### src/bit_shift_flag_exec_defines.vh
// Shared constants of the bit, shift and flag execution unit
`ifndef BIT_SHIFT_FLAG_EXEC_DEFINES_VH
`define BIT_SHIFT_FLAG_EXEC_DEFINES_VH

// Operation codes on instr_op
`define OP_NOP        5'h00
`define OP_BR_OVF_CLR 5'h01
`define OP_BR_IRQ_EN  5'h02
`define OP_BR_IRQ_DIS 5'h03
`define OP_IO_SET     5'h04
`define OP_IO_CLR     5'h05
`define OP_SHIFT_LEFT  5'h06
`define OP_SHIFT_RIGHT 5'h07
`define OP_ROT_LEFT    5'h08
`define OP_ROT_RIGHT   5'h09
`define OP_SHIFT_ARITH 5'h0a
`define OP_BIT_TO_T   5'h0b
`define OP_T_TO_BIT   5'h0c
`define OP_SET_C      5'h0d
`define OP_CLR_C      5'h0e
`define OP_SET_N      5'h0f
`define OP_CLR_N      5'h10
`define OP_SET_Z      5'h11
`define OP_CLR_Z      5'h12
`define OP_SET_S      5'h13

// Status register bit positions
`define FLAG_C 0
`define FLAG_Z 1
`define FLAG_N 2
`define FLAG_V 3
`define FLAG_S 4
`define FLAG_H 5
`define FLAG_T 6
`define FLAG_I 7

// APB byte offsets
`define ADDR_CTRL   12'h000
`define ADDR_STATUS 12'h004
`define ADDR_PC     12'h008
`define ADDR_INFO   12'h00c
`define ADDR_GPR    12'h100
`define ADDR_IO     12'h200

// Reset values
`define CTRL_RST   1'b1
`define STATUS_RST 8'h00
`define PC_RST     16'h0000

`endif

### src/shift_rotate_unit.v
// Shift and rotate datapath with its flag results
`timescale 1ns/1ns
`default_nettype none
`include "bit_shift_flag_exec_defines.vh"

module shift_rotate_unit (
  input  wire [4:0] op,
  input  wire [7:0] din,
  input  wire       cin,
  output reg  [7:0] dout,
  output reg        c_out,
  output wire       z_out,
  output wire       n_out,
  output wire       v_out
);

  // Result and carry per shift kind
  always @* begin
    case (op)
      `OP_SHIFT_LEFT: begin
        dout  = {din[6:0], 1'b0};
        c_out = din[7];
      end
      `OP_SHIFT_RIGHT: begin
        dout  = {1'b0, din[7:1]};
        c_out = din[0];
      end
      `OP_ROT_LEFT: begin
        dout  = {din[6:0], cin};
        c_out = din[7];
      end
      `OP_ROT_RIGHT: begin
        dout  = {cin, din[7:1]};
        c_out = din[0];
      end
      `OP_SHIFT_ARITH: begin
        dout  = {din[7], din[7:1]};
        c_out = din[0];
      end
      default: begin
        dout  = din;
        c_out = cin;
      end
    endcase
  end

  // Z and N derived from the result; V from result bit 7 and the carry out
  assign z_out = (dout == 8'h00);
  assign n_out = dout[7];
  assign v_out = dout[7] ^ c_out;

endmodule // shift_rotate_unit
`default_nettype wire

### src/branch_target_unit.v
// Branch condition test and target address
`timescale 1ns/1ns
`default_nettype none
`include "bit_shift_flag_exec_defines.vh"

module branch_target_unit #(
  parameter PC_W = 16
) (
  input  wire [4:0]      op,
  input  wire            flag_v,
  input  wire            flag_i,
  input  wire [PC_W-1:0] pc,
  input  wire [6:0]      offset,
  output reg             taken,
  output wire [PC_W-1:0] target
);

  wire [PC_W-1:0] offs_ext;

  // Sign-extend the 7-bit word offset
  assign offs_ext = {{(PC_W-7){offset[6]}}, offset};

  // Target wraps around the program space
  assign target = pc + offs_ext + {{(PC_W-1){1'b0}}, 1'b1};

  // Condition per branch kind
  always @* begin
    case (op)
      `OP_BR_OVF_CLR: taken = ~flag_v;
      `OP_BR_IRQ_EN:  taken = flag_i;
      `OP_BR_IRQ_DIS: taken = ~flag_i;
      default:        taken = 1'b0;
    endcase
  end

endmodule // branch_target_unit
`default_nettype wire

### src/bit_shift_flag_exec_unit.v
// Execution unit top: sequencing, register file, I/O space and APB slave
`timescale 1ns/1ns
`default_nettype none
`include "bit_shift_flag_exec_defines.vh"

module bit_shift_flag_exec_unit #(
  parameter PC_W  = 16,
  parameter GPR_N = 32,
  parameter IO_N  = 64
) (
  input  wire             pclk,
  input  wire             presetn,
  input  wire             psel,
  input  wire             penable,
  input  wire             pwrite,
  input  wire [11:0]      paddr,
  input  wire [31:0]      pwdata,
  output reg  [31:0]      prdata,
  output wire             pready,
  output wire             pslverr,
  input  wire             instr_valid,
  output wire             instr_ready,
  input  wire [4:0]       instr_op,
  input  wire [4:0]       instr_reg,
  input  wire [2:0]       instr_bit,
  input  wire [5:0]       instr_io,
  input  wire [6:0]       instr_offset,
  output reg              op_done,
  output wire [PC_W-1:0]  pc_out,
  output wire [7:0]       status_out
);

  localparam ST_IDLE = 2'd0;
  localparam ST_BR2  = 2'd1;
  localparam ST_IO2  = 2'd2;

  reg  [1:0]      state_ff;
  reg  [1:0]      nxt_state;
  reg  [PC_W-1:0] pc_ff;
  reg  [PC_W-1:0] nxt_pc;
  reg  [7:0]      status_ff;
  reg  [7:0]      nxt_status;
  reg             run_ff;
  reg  [4:0]      op_ff;
  reg  [2:0]      bit_ff;
  reg  [5:0]      io_addr_ff;
  reg  [7:0]      io_val_ff;
  reg  [PC_W-1:0] tgt_ff;
  reg  [7:0]      gpr_mem [0:GPR_N-1];
  reg  [7:0]      io_mem  [0:IO_N-1];
  reg             gpr_we;
  reg  [7:0]      gpr_wdata;
  reg             io_we;
  reg  [7:0]      io_wdata;
  reg             nxt_done;
  wire            accept;
  wire [7:0]      rd_val;
  wire [7:0]      sh_res;
  wire            sh_c;
  wire            sh_z;
  wire            sh_n;
  wire            sh_v;
  wire            br_taken;
  wire [PC_W-1:0] br_target;
  wire [PC_W-1:0] pc_inc;
  wire            apb_wr;
  wire            apb_setup;
  wire            hit_gpr;
  wire            hit_io;
  wire            hit_reg;
  wire [4:0]      apb_gidx;
  wire [5:0]      apb_iidx;
  reg  [31:0]     rd_mux;
  integer         i;
  integer         m;

  // One-hot mask of a bit index
  function [7:0] bit_mask;
    input [2:0] b;
    begin
      bit_mask = 8'h01 << b;
    end
  endfunction

  // Outputs straight from the state flops
  assign pc_out     = pc_ff;
  assign status_out = status_ff;
  assign pc_inc     = pc_ff + {{(PC_W-1){1'b0}}, 1'b1};
  assign rd_val     = gpr_mem[instr_reg];

  // New work only when idle and software lets the unit run
  assign instr_ready = run_ff && (state_ff == ST_IDLE);
  assign accept      = instr_valid && instr_ready;

  shift_rotate_unit u_shift (
    .op    (instr_op),
    .din   (rd_val),
    .cin   (status_ff[`FLAG_C]),
    .dout  (sh_res),
    .c_out (sh_c),
    .z_out (sh_z),
    .n_out (sh_n),
    .v_out (sh_v)
  );

  branch_target_unit #(
    .PC_W (PC_W)
  ) u_branch (
    .op     (instr_op),
    .flag_v (status_ff[`FLAG_V]),
    .flag_i (status_ff[`FLAG_I]),
    .pc     (pc_ff),
    .offset (instr_offset),
    .taken  (br_taken),
    .target (br_target)
  );

  // Sequencing and result selection
  always @* begin
    // Hold state by default; every write strobe stays low
    nxt_state = state_ff;
    nxt_pc    = pc_ff;
    nxt_status = status_ff;
    gpr_we    = 1'b0;
    gpr_wdata = 8'h00;
    io_we     = 1'b0;
    io_wdata  = 8'h00;
    nxt_done  = 1'b0;
    case (state_ff)
      ST_IDLE: begin
        if (accept) begin
          nxt_pc   = pc_inc;
          nxt_done = 1'b1;
          case (instr_op)
            `OP_BR_OVF_CLR, `OP_BR_IRQ_EN, `OP_BR_IRQ_DIS: begin
              // Taken branches spend a second cycle; flags stay as they are
              if (br_taken) begin
                nxt_pc    = pc_ff;
                nxt_done  = 1'b0;
                nxt_state = ST_BR2;
              end else begin
                // Not taken: retire now at the next word
                nxt_pc   = pc_inc;
                nxt_done = 1'b1;
              end
            end
            `OP_IO_SET, `OP_IO_CLR: begin
              // Read now, write back in the second cycle
              nxt_pc    = pc_ff;
              nxt_done  = 1'b0;
              nxt_state = ST_IO2;
            end
            `OP_SHIFT_LEFT, `OP_SHIFT_RIGHT, `OP_ROT_LEFT, `OP_ROT_RIGHT,
            `OP_SHIFT_ARITH: begin
              gpr_we   = 1'b1;
              gpr_wdata = sh_res;
              nxt_status[`FLAG_C] = sh_c;
              nxt_status[`FLAG_Z] = sh_z;
              nxt_status[`FLAG_N] = sh_n;
              nxt_status[`FLAG_V] = sh_v;
            end
            `OP_BIT_TO_T: begin
              nxt_status[`FLAG_T] = rd_val[instr_bit];
            end
            `OP_T_TO_BIT: begin
              gpr_we = 1'b1;
              gpr_wdata = status_ff[`FLAG_T] ? (rd_val | bit_mask(instr_bit))
                                             : (rd_val & ~bit_mask(instr_bit));
            end
            `OP_SET_C: nxt_status[`FLAG_C] = 1'b1;
            `OP_CLR_C: nxt_status[`FLAG_C] = 1'b0;
            `OP_SET_N: nxt_status[`FLAG_N] = 1'b1;
            `OP_CLR_N: nxt_status[`FLAG_N] = 1'b0;
            `OP_SET_Z: nxt_status[`FLAG_Z] = 1'b1;
            `OP_CLR_Z: nxt_status[`FLAG_Z] = 1'b0;
            `OP_SET_S: nxt_status[`FLAG_S] = 1'b1;
            // Unknown codes retire as a one-cycle no-op
            default: nxt_pc = pc_inc;
          endcase
        end
      end
      // Second cycle of a taken branch
      ST_BR2: begin
        nxt_pc    = tgt_ff;
        nxt_done  = 1'b1;
        nxt_state = ST_IDLE;
      end
      // Write back the modified byte and step on
      ST_IO2: begin
        io_we = 1'b1;
        if (op_ff == `OP_IO_SET) begin
          io_wdata = io_val_ff | bit_mask(bit_ff);
        end else begin
          io_wdata = io_val_ff & ~bit_mask(bit_ff);
        end
        nxt_pc    = pc_inc;
        nxt_done  = 1'b1;
        nxt_state = ST_IDLE;
      end
      default: begin
        nxt_state = ST_IDLE;
      end
    endcase
  end

  // APB decode: one aligned word per register
  assign apb_setup = psel && !penable;
  assign apb_wr    = psel && penable && pwrite;
  assign apb_gidx  = paddr[6:2];
  assign apb_iidx  = paddr[7:2];
  // Window compare at full address width so no bits are dropped
  assign hit_gpr   = ({7'h00, paddr[11:7]} == (`ADDR_GPR >> 7)) && (paddr[1:0] == 2'b00)
                     && ({27'h0, apb_gidx} < GPR_N);
  assign hit_io    = ({8'h00, paddr[11:8]} == (`ADDR_IO >> 8)) && (paddr[1:0] == 2'b00)
                     && ({26'h0, apb_iidx} < IO_N);
  assign hit_reg   = (paddr == `ADDR_CTRL) || (paddr == `ADDR_STATUS)
                     || (paddr == `ADDR_PC) || (paddr == `ADDR_INFO);

  // Zero-wait slave; an unmapped address is flagged, never stalled
  assign pready  = psel && penable;
  assign pslverr = psel && penable && !(hit_gpr || hit_io || hit_reg);

  // Read data selection
  always @* begin
    rd_mux = 32'h0000_0000;
    if (hit_gpr) begin
      rd_mux = {24'h00_0000, gpr_mem[apb_gidx]};
    end else if (hit_io) begin
      rd_mux = {24'h00_0000, io_mem[apb_iidx]};
    end else begin
      case (paddr)
        `ADDR_CTRL:   rd_mux = {31'h0, run_ff};
        `ADDR_STATUS: rd_mux = {24'h00_0000, status_ff};
        `ADDR_PC:     rd_mux = {{(32-PC_W){1'b0}}, pc_ff};
        `ADDR_INFO:   rd_mux = {30'h0, state_ff};
        default:      rd_mux = 32'h0000_0000;
      endcase
    end
  end

  // Read data captured in the setup cycle, held through the access phase
  always @(posedge pclk or negedge presetn) begin
    if (!presetn) begin
      prdata <= 32'h0000_0000;
    end else if (apb_setup && !pwrite) begin
      prdata <= rd_mux;
    end
  end

  // Core state; execution wins over a software write in the same cycle
  always @(posedge pclk or negedge presetn) begin
    if (!presetn) begin
      state_ff <= ST_IDLE;
      pc_ff    <= `PC_RST;
      status_ff <= `STATUS_RST;
      run_ff   <= `CTRL_RST;
      op_done  <= 1'b0;
    end else begin
      if (apb_wr && paddr == `ADDR_CTRL) begin
        run_ff <= pwdata[0];
      end
      if (apb_wr && paddr == `ADDR_STATUS) begin
        status_ff <= pwdata[7:0];
      end
      // PC load refused while an op is in flight, so a target is never lost
      if (apb_wr && paddr == `ADDR_PC && state_ff == ST_IDLE) begin
        pc_ff <= pwdata[PC_W-1:0];
      end
      if (accept || state_ff != ST_IDLE) begin
        pc_ff     <= nxt_pc;
        status_ff <= nxt_status;
      end
      state_ff <= nxt_state;
      op_done  <= nxt_done;
    end
  end

  // Operands kept for the second cycle
  always @(posedge pclk or negedge presetn) begin
    if (!presetn) begin
      op_ff      <= `OP_NOP;
      bit_ff     <= 3'd0;
      io_addr_ff <= 6'd0;
      io_val_ff  <= 8'h00;
      tgt_ff     <= {PC_W{1'b0}};
    end else if (accept) begin
      op_ff      <= instr_op;
      bit_ff     <= instr_bit;
      io_addr_ff <= instr_io;
      io_val_ff  <= io_mem[instr_io];
      tgt_ff     <= br_target;
    end
  end

  // Working registers: software port, then execution write
  always @(posedge pclk or negedge presetn) begin
    if (!presetn) begin
      for (i = 0; i < GPR_N; i = i + 1) begin
        gpr_mem[i] <= 8'h00;
      end
    end else begin
      if (apb_wr && hit_gpr) begin
        gpr_mem[apb_gidx] <= pwdata[7:0];
      end
      if (gpr_we) begin
        gpr_mem[instr_reg] <= gpr_wdata;
      end
    end
  end

  // I/O space: only the chosen bit differs on write-back
  // A software write to the byte between read and write-back is lost
  always @(posedge pclk or negedge presetn) begin
    if (!presetn) begin
      for (m = 0; m < IO_N; m = m + 1) begin
        io_mem[m] <= 8'h00;
      end
    end else begin
      if (apb_wr && hit_io) begin
        io_mem[apb_iidx] <= pwdata[7:0];
      end
      if (io_we) begin
        io_mem[io_addr_ff] <= io_wdata;
      end
    end
  end

endmodule // bit_shift_flag_exec_unit
`default_nettype wire

### config.mk
export PLATFORM = sky130hd
export DESIGN_NAME = bit_shift_flag_exec_unit
export DESIGN_NICKNAME = d
export VERILOG_FILES = /design/src/shift_rotate_unit.v /design/src/branch_target_unit.v /design/src/bit_shift_flag_exec_unit.v
export VERILOG_INCLUDE_DIRS = /design/src
export SDC_FILE = /design/constraint.sdc
export NUM_CORES = 2
export LEC_CHECK = 0
export BUFFER_PORTS_ARGS = -buffer_cell sky130_fd_sc_hd__buf_2
export CAP_MARGIN = 15
export CELL_PAD_IN_SITES_DETAIL_PLACEMENT = 1
export CELL_PAD_IN_SITES_GLOBAL_PLACEMENT = 1
export CORE_UTILIZATION = 52
export DETAILED_ROUTE_END_ITERATION = 8
export PLACE_DENSITY_LB_ADDON = 0.2
export SLEW_MARGIN = 20
export SYNTH_ARGS = -nofsm -noshare
export SYNTH_HDL_FRONTEND = slang
export SYNTH_SLANG_ARGS = --single-unit
### constraint.sdc
create_clock -name pclk -period 3.6 [get_ports pclk]
set_clock_uncertainty 0.2 [all_clocks]
set_input_delay 1.08 -clock pclk [delete_from_list [all_inputs] [get_ports pclk]]
set_output_delay 1.08 -clock pclk [all_outputs]
set_load 0.01 [all_outputs]
; ---- Yosys cells after proc, flatten, opt, wreduce, memory -nomap -nowiden
; Index checks and enable logic that the tools add are counted.
; W data, S select, Z words.
[op_classes]
n_mux = 72
reduce_logical = 51
multipliers = 0
bitwise_logic = 15
eq_ne = 42
n_shift = 2
div_mod_pow = 0
add_sub_neg = 3
magnitude_cmp = 10
[op_table]
columns = cell, n
row1 = $bwmux W512, 2
row2 = $mux W512, 2
row3 = $bwmux W256, 2
row4 = $mux W256, 2
row5 = $mux W8, 17
row6 = $bmux W8 S6, 2
row7 = $demux W8 S6, 2
row8 = $mux W16, 6
row9 = $bmux W8 S5, 2
row10 = $demux W8 S5, 2
row11 = $pmux W16 S4, 1
row12 = $pmux W16 S3, 1
row13 = $eq A5 B4 Y1 const B, 8
row14 = $pmux W8 S5, 1
row15 = $add A16 B1 Y16 const B, 2
row16 = $pmux W16 S2, 1
row17 = $eq A5 B3 Y1 const B, 5
row18 = $eq A12 B4 Y1 const B, 2
row19 = $reduce_and A4 Y1, 6
row20 = $ge A7 B7 Y1 const B, 3
row21 = $not A6 Y7, 3
row22 = $eq A5 B5 Y1 const B, 4
row23 = $logic_and A1 B1 Y1, 19
row24 = $add A16 B16 Y16, 1
row25 = other kinds (46), 99
[totals]
out_inout_bits = 60
ramBits = 0
memories = 0
latch_bits = 0
input_bits = 76
rom_bits = 0
ff_bits = 866

; ---- Logic depth before layout (Yosys ltp)
[depth]
depth_word = 11
depth_mapped = 13

; ---- Cells and area by module
; Synthesis repeated with hierarchy kept, for this count alone.
[unflattened]
cells_unflattened = 5083
hier_area_um2 = 55678.4
[modules_own_cells]
columns = module, instances, area_per_inst_um2, cells_per_inst, seq_area_each_um2
row1 = bit_shift_flag_exec_unit, 1, 54442.2, 4908, 21271.7
row2 = branch_target_unit, 1, 827.0, 112, 0.0
row3 = shift_rotate_unit, 1, 409.1, 63, 0.0

; ---- Least setup slack after synthesis
; Ideal clock, no wire load.
[synth_path]
path_type = in2reg
startpoint = in instr_io[0]
endpoint = reg io_val_ff[0]
required_time_ns = 3.283
path_stages = 7
arrival_time_ns = 3.456
n_path_buf = 2
slack_ns = -0.173
cell_sequence = buf_2 > buf_1 > mux4_2 > mux4_2 > mux4_2 > nand2_1 > nand2_1
[synth_via]
elab_chain_cells = 4
[synth_rtl]
columns = element, line
row1 = "start, declared", bit_shift_flag_exec_unit.v:26  ; input wire [5:0] instr_io,
row2 = $not A6 Y7 (implied by the code), bit_shift_flag_exec_unit.v:290  ; io_val_ff <= io_mem[instr_io];
row3 = $bmux W8 S6, bit_shift_flag_exec_unit.v:290
row4 = $mux W8 (implied by the code) (2 in series), bit_shift_flag_exec_unit.v:290
row5 = "end signal, assigned", bit_shift_flag_exec_unit.v:290
row6 = "end, declared", bit_shift_flag_exec_unit.v:47  ; reg [7:0] io_val_ff;
; Every way passes these cells. The select of a mux whose other input is x is not followed.
; A chain may end at the register's enable or synchronous reset.

; ---- Worst setup path in the final report
[layout_path]
startpoint = in instr_reg[1]
endpoint = reg gpr_mem[31] (netlist name)
[layout_via]
elab_chain_cells = 11
[layout_rtl]
columns = element, line
row1 = "start, declared", bit_shift_flag_exec_unit.v:24  ; input wire [4:0] instr_reg,
row2 = $not A5 Y6 (implied by the code) (*), "bit_shift_flag_exec_unit.v:89, bit_shift_flag_exec_unit.v:306"
row3 = $bmux W8 S5, bit_shift_flag_exec_unit.v:89  ; assign rd_val = gpr_mem[instr_reg];
row4 = $mux W8 (implied by the code) (2 in series), bit_shift_flag_exec_unit.v:89
row5 = $and A8 B8 Y8 or $or A8 B8 Y8 (tied branches), "bit_shift_flag_exec_unit.v:168, bit_shift_flag_exec_unit.v:167"
row6 = $mux W8, bit_shift_flag_exec_unit.v:167  ; gpr_wdata = status_ff[`FLAG_T] ? (rd_val | bit_mask(instr_bit))
row7 = $pmux W8 S2, bit_shift_flag_exec_unit.v:134  ; case (instr_op)
row8 = $mux W8, bit_shift_flag_exec_unit.v:131  ; if (accept) begin
row9 = $mux W8, bit_shift_flag_exec_unit.v:129  ; case (state_ff)
row10 = $bwmux W256 (*), bit_shift_flag_exec_unit.v:306  ; gpr_mem[instr_reg] <= gpr_wdata;
row11 = $mux W256 (*), bit_shift_flag_exec_unit.v:305  ; if (gpr_we) begin
row12 = "end signal, assigned by index", bit_shift_flag_exec_unit.v:303  ; gpr_mem[apb_gidx] <= pwdata[7:0];
row13 = "end signal, assigned by index", bit_shift_flag_exec_unit.v:306
row14 = "end, declared", bit_shift_flag_exec_unit.v:49  ; reg [7:0] gpr_mem [0:GPR_N-1];
; Mark *: on every way between the ends. The rest lies on a longest branch, timed or not. The select of a mux whose other input is x is not followed.

==> summary.md <==
| Metric | Value |
|---|---|
| Max Slew Vio Count | 0 |
| Yosys cell types | 79 |
| Reg clk slew, reported paths | 60 ps |
| Sw Share | 0.259 |
| Chip Width | 325 um |
| CP Data Required Time | 3940 ps |
| Global-route wire length before repair | 349000 um |
| Peak supply drop | 0.000379 V |
| Io pins | 136 |
| Top cells by area, synth | dfrtp_1 (39%), mux2i_1 (19%), mux4_2 (16%), a21oi_1 (4.8%), nor2_1 (4.0%) |
| Placed Cells | 6748 |
| CP arrival | 3970 ps |
| Final setup viols | 3 |
| Synth Register Bits | 850 |
| Die Y-Extent | 325 um |
| Clock sinks | 850 |
| Slew margin rel. | 0.266 |
| Vias in the first global route | 51300 |
| Antenna violations before repair | 18 |
| Ys async rst share | 1.00 |
| Fin crit share | 1.01 |
| TNS Setup | -35.4 ps |
| Routed Antenna Nets | 0 |
| Share of the synthesized area in the top cell type | 0.391 |
| Status | finished with violations |
| Drt pass-1 iters | 8 |
| Row count | 118 |
| Clock power share | 0.483 |
| Final worst path period need | 3630 ps |
| Cell Count, Final, Fillers Out | 6938 |
| Area Growth Syn to Fin | 19.6% |
| Final worst slack | -31.9 ps |
| Final WL | 236000 um |
| Startpoint Class | input port |
| H-Tree Depth | 3 |
| GRT Resource Usage Total | 0.444 |
| Post-synth EDFFs | 0 |
| RePlAce Congestion | 1.03 |
| Total clock buffers created by CTS | 97 |
| Worst Hold Class | in2async |
| Logic gate share of total power | 0.088 |
| CTS tree | built |
| Mapped Avg Cell Area | 10.7 um^2 |
| Cell Area, Synth | 0.0544 mm^2 |
| Worst-Skew Late Latency | 710 ps |
| Root Buffer | clkbuf_16 |
| 1st-iter DRT viols | 5683 |
| CTS Buffer Depth | 3 |
| Nets@finish | 5568 |
| Layout cells sized above 1 | 0.271 |
| Hold Vio Cnt, Final | 0 |
| Critical setup path kind | in2reg |
| DR vias | 48600 |
| Worst Tran Pin Value | 1100 ps |
| Die ar. | 0.106 mm^2 |
| Total gr overflow | 0 |
| Register area share after synthesis | 0.391 |
| Int Pwr | 16600 uW |
| Util after Layout | 0.627 |
| Yosys warnings | 0 |
| Seq pwr share | 0.429 |
| Power per cell area | 345 mW/mm^2 |
| Failing checks | negative setup slack |
| Highest Clock Rate | 275 MHz |
| Ys flop type | dfrtp_1 |
| Starting Density | 0.524 |
| Wirelength per Cell | 34.0 um |
| PortBufs | 103 |
| Max cap viols | 0 |
| Worst Path Max Fanout | 32 |
| Switching power | 5810 uW |
| Area leader, netlist | dfrtp_1 |
| Static leakage | 0.0268 uW |
| Drt via density | 7.01 |
| Largest net degree at the start of global routing | 87 |
| Post-route DRC | 0 |
| Post-Syn Instances | 5066 |
| Post-CTS Hold Buffers | 0 |
| Core box area | 0.104 mm^2 |
| CP Capture Type | flip-flop |
| Detailed placement HPWL | 161000 um |
## critical path, cell delays in order
cell and delay, ps:
buf_8 230, buf_4 250, mux2i_2 360, o22ai_1 140, nor4_2 360, buf_4 200, nand2_1 100, buf_4 160
a221oi_2 290, o22ai_1 140, nand2_1 130, buf_12 260, o21ai_0 230
## placed cells by master (no fill, tap or decap), drive strengths merged, types with 6 or more instances in the layout
master / count
mux2i: 1022
dfrtp: 849
buf: 747
nor2: 634
a21oi: 518
nand2: 455
mux4: 383
o21ai: 207
clkbuf: 130
mux2: 110
o22ai: 82
nand3: 35
clkinv: 34
nor3: 30
nor4: 22
ha: 21
a31oi: 20
and2: 18
conb: 16
inv: 15
xor2: 14
bufinv: 13
nand2b: 12
nor3b: 12
xnor2: 11
a22oi: 10
and3: 10
nor2b: 10
a221oi: 9
diode: 8
nand4: 8
o221ai: 8
nand3b: 7
o211ai: 6
o31ai: 6
## final timing paths
| path | slack, ps | end | cells after the start | startpoint |
|---|---|---|---|---|
| worst max-delay path | -30 | gpr_mem[31] | 13 | instr_reg[1] |
| max in group asynchronous | 2030 | io_mem[385] | 3 | presetn |
| worst max register to register | 300 | io_mem[495] | 8 | state_ff[0] |
| min in group pclk | 280 | prdata[10] | 2 | prdata[10] |
| worst min-delay path | 130 | tgt_ff[14] | 1 | presetn |
| worst min register to register | 280 | prdata[10] | 2 | prdata[10] |
## cell type report
cell class / count / area [um^2]
multi-input cells: 3758 / 31200
diodes: 8 / 20.0
repair buffers: 747 / 7350
clock inverters: 49 / 589
well taps: 1380 / 1730
fillers: 10700 / 38600
inverters: 16 / 62.6
clock buffers: 130 / 2780
flip-flops and latches: 850 / 21300
## state kept, by name, summed over array words and instances (netlist names), 6 cells and up
register	flops
gpr_mem	256
io_mem	512
io_val_ff	8
prdata	16
pc_out	16
tgt_ff	16
io_addr_ff	6
status_out	8
## per-stage QoR
| stage | setup slack [ps] | hold slack (ps) | instance area, um^2 | total power, uW |
|---|---|---|---|---|
| floorplan | 70.2 | 240 | 54400 | 10700 |
| global placement | -583 | 255 | 61500 | 11700 |
| detailed placement | -671 | 265 | 61500 | 11700 |
| CTS | 4.54 | 131 | 64900 | 22400 |
| global route | -30.9 | 160 | 65000 | 22800 |
| finish | -31.9 | 130 | 65000 | 22400 |
## kinds of logic after synthesis
group / Yosys count / share of synthesized area
AO/OA/AOI/OAI: 899 / 0.0898
XOR/XNOR: 25 / 0.00403
adder cells (fa/ha/maj): 22 / 0.00520
buffers and inverters: 473 / 0.0376
flip-flops: 850 / 0.391
multiplexers: 1515 / 0.370
other: 1 / 0.0000690
AND/OR/NAND/NOR: 1281 / 0.102
## synth_stat cells, types with 11 or more instances
cell type	n
nand2_1	455
inv_1	12
dfrtp_1	849
nand3_1	31
mux4_2	383
xor2_1	14
o21ai_0	204
nor3b_1	11
nand2b_1	12
nor3_1	29
buf_4	27
nor2_1	575
and2_1	16
mux2_2	109
ha_1	21
xnor2_1	11
o22ai_1	82
mux2i_1	1022
a21oi_1	518
buf_1	52
buf_2	48
nor4_1	19
clkbuf_1	314
nor2_2	51
buf_6	12
a31oi_1	20
## power by group through the flow
stage | clock network (uW) | logic, uW | registers, uW
after floorplan | 0 | 915 | 9790
after global placement | 0 | 1860 | 9800
after detailed placement | 0 | 1900 | 9800
after CTS | 10800 | 1920 | 9630
after global routing | 11200 | 2040 | 9630
final | 10800 | 1970 | 9630
## timing repair
item,CTS,global route
setup buffers,1,2
pin swaps,1,3
gates resized for setup,6,13
setup endpoints to repair,1,96
hold endpoints to repair,0,0
## per-layer routing
layer	wire length, um	up-vias	track usage
li1	-	19400	-
met1	85200	25000	0.547
met2	107000	3117	0.690
met3	23100	1071	0.102
met4	20400	24	0.316
met5	218	-	0
No activity file was read; power rests on OpenSTA's default activity.
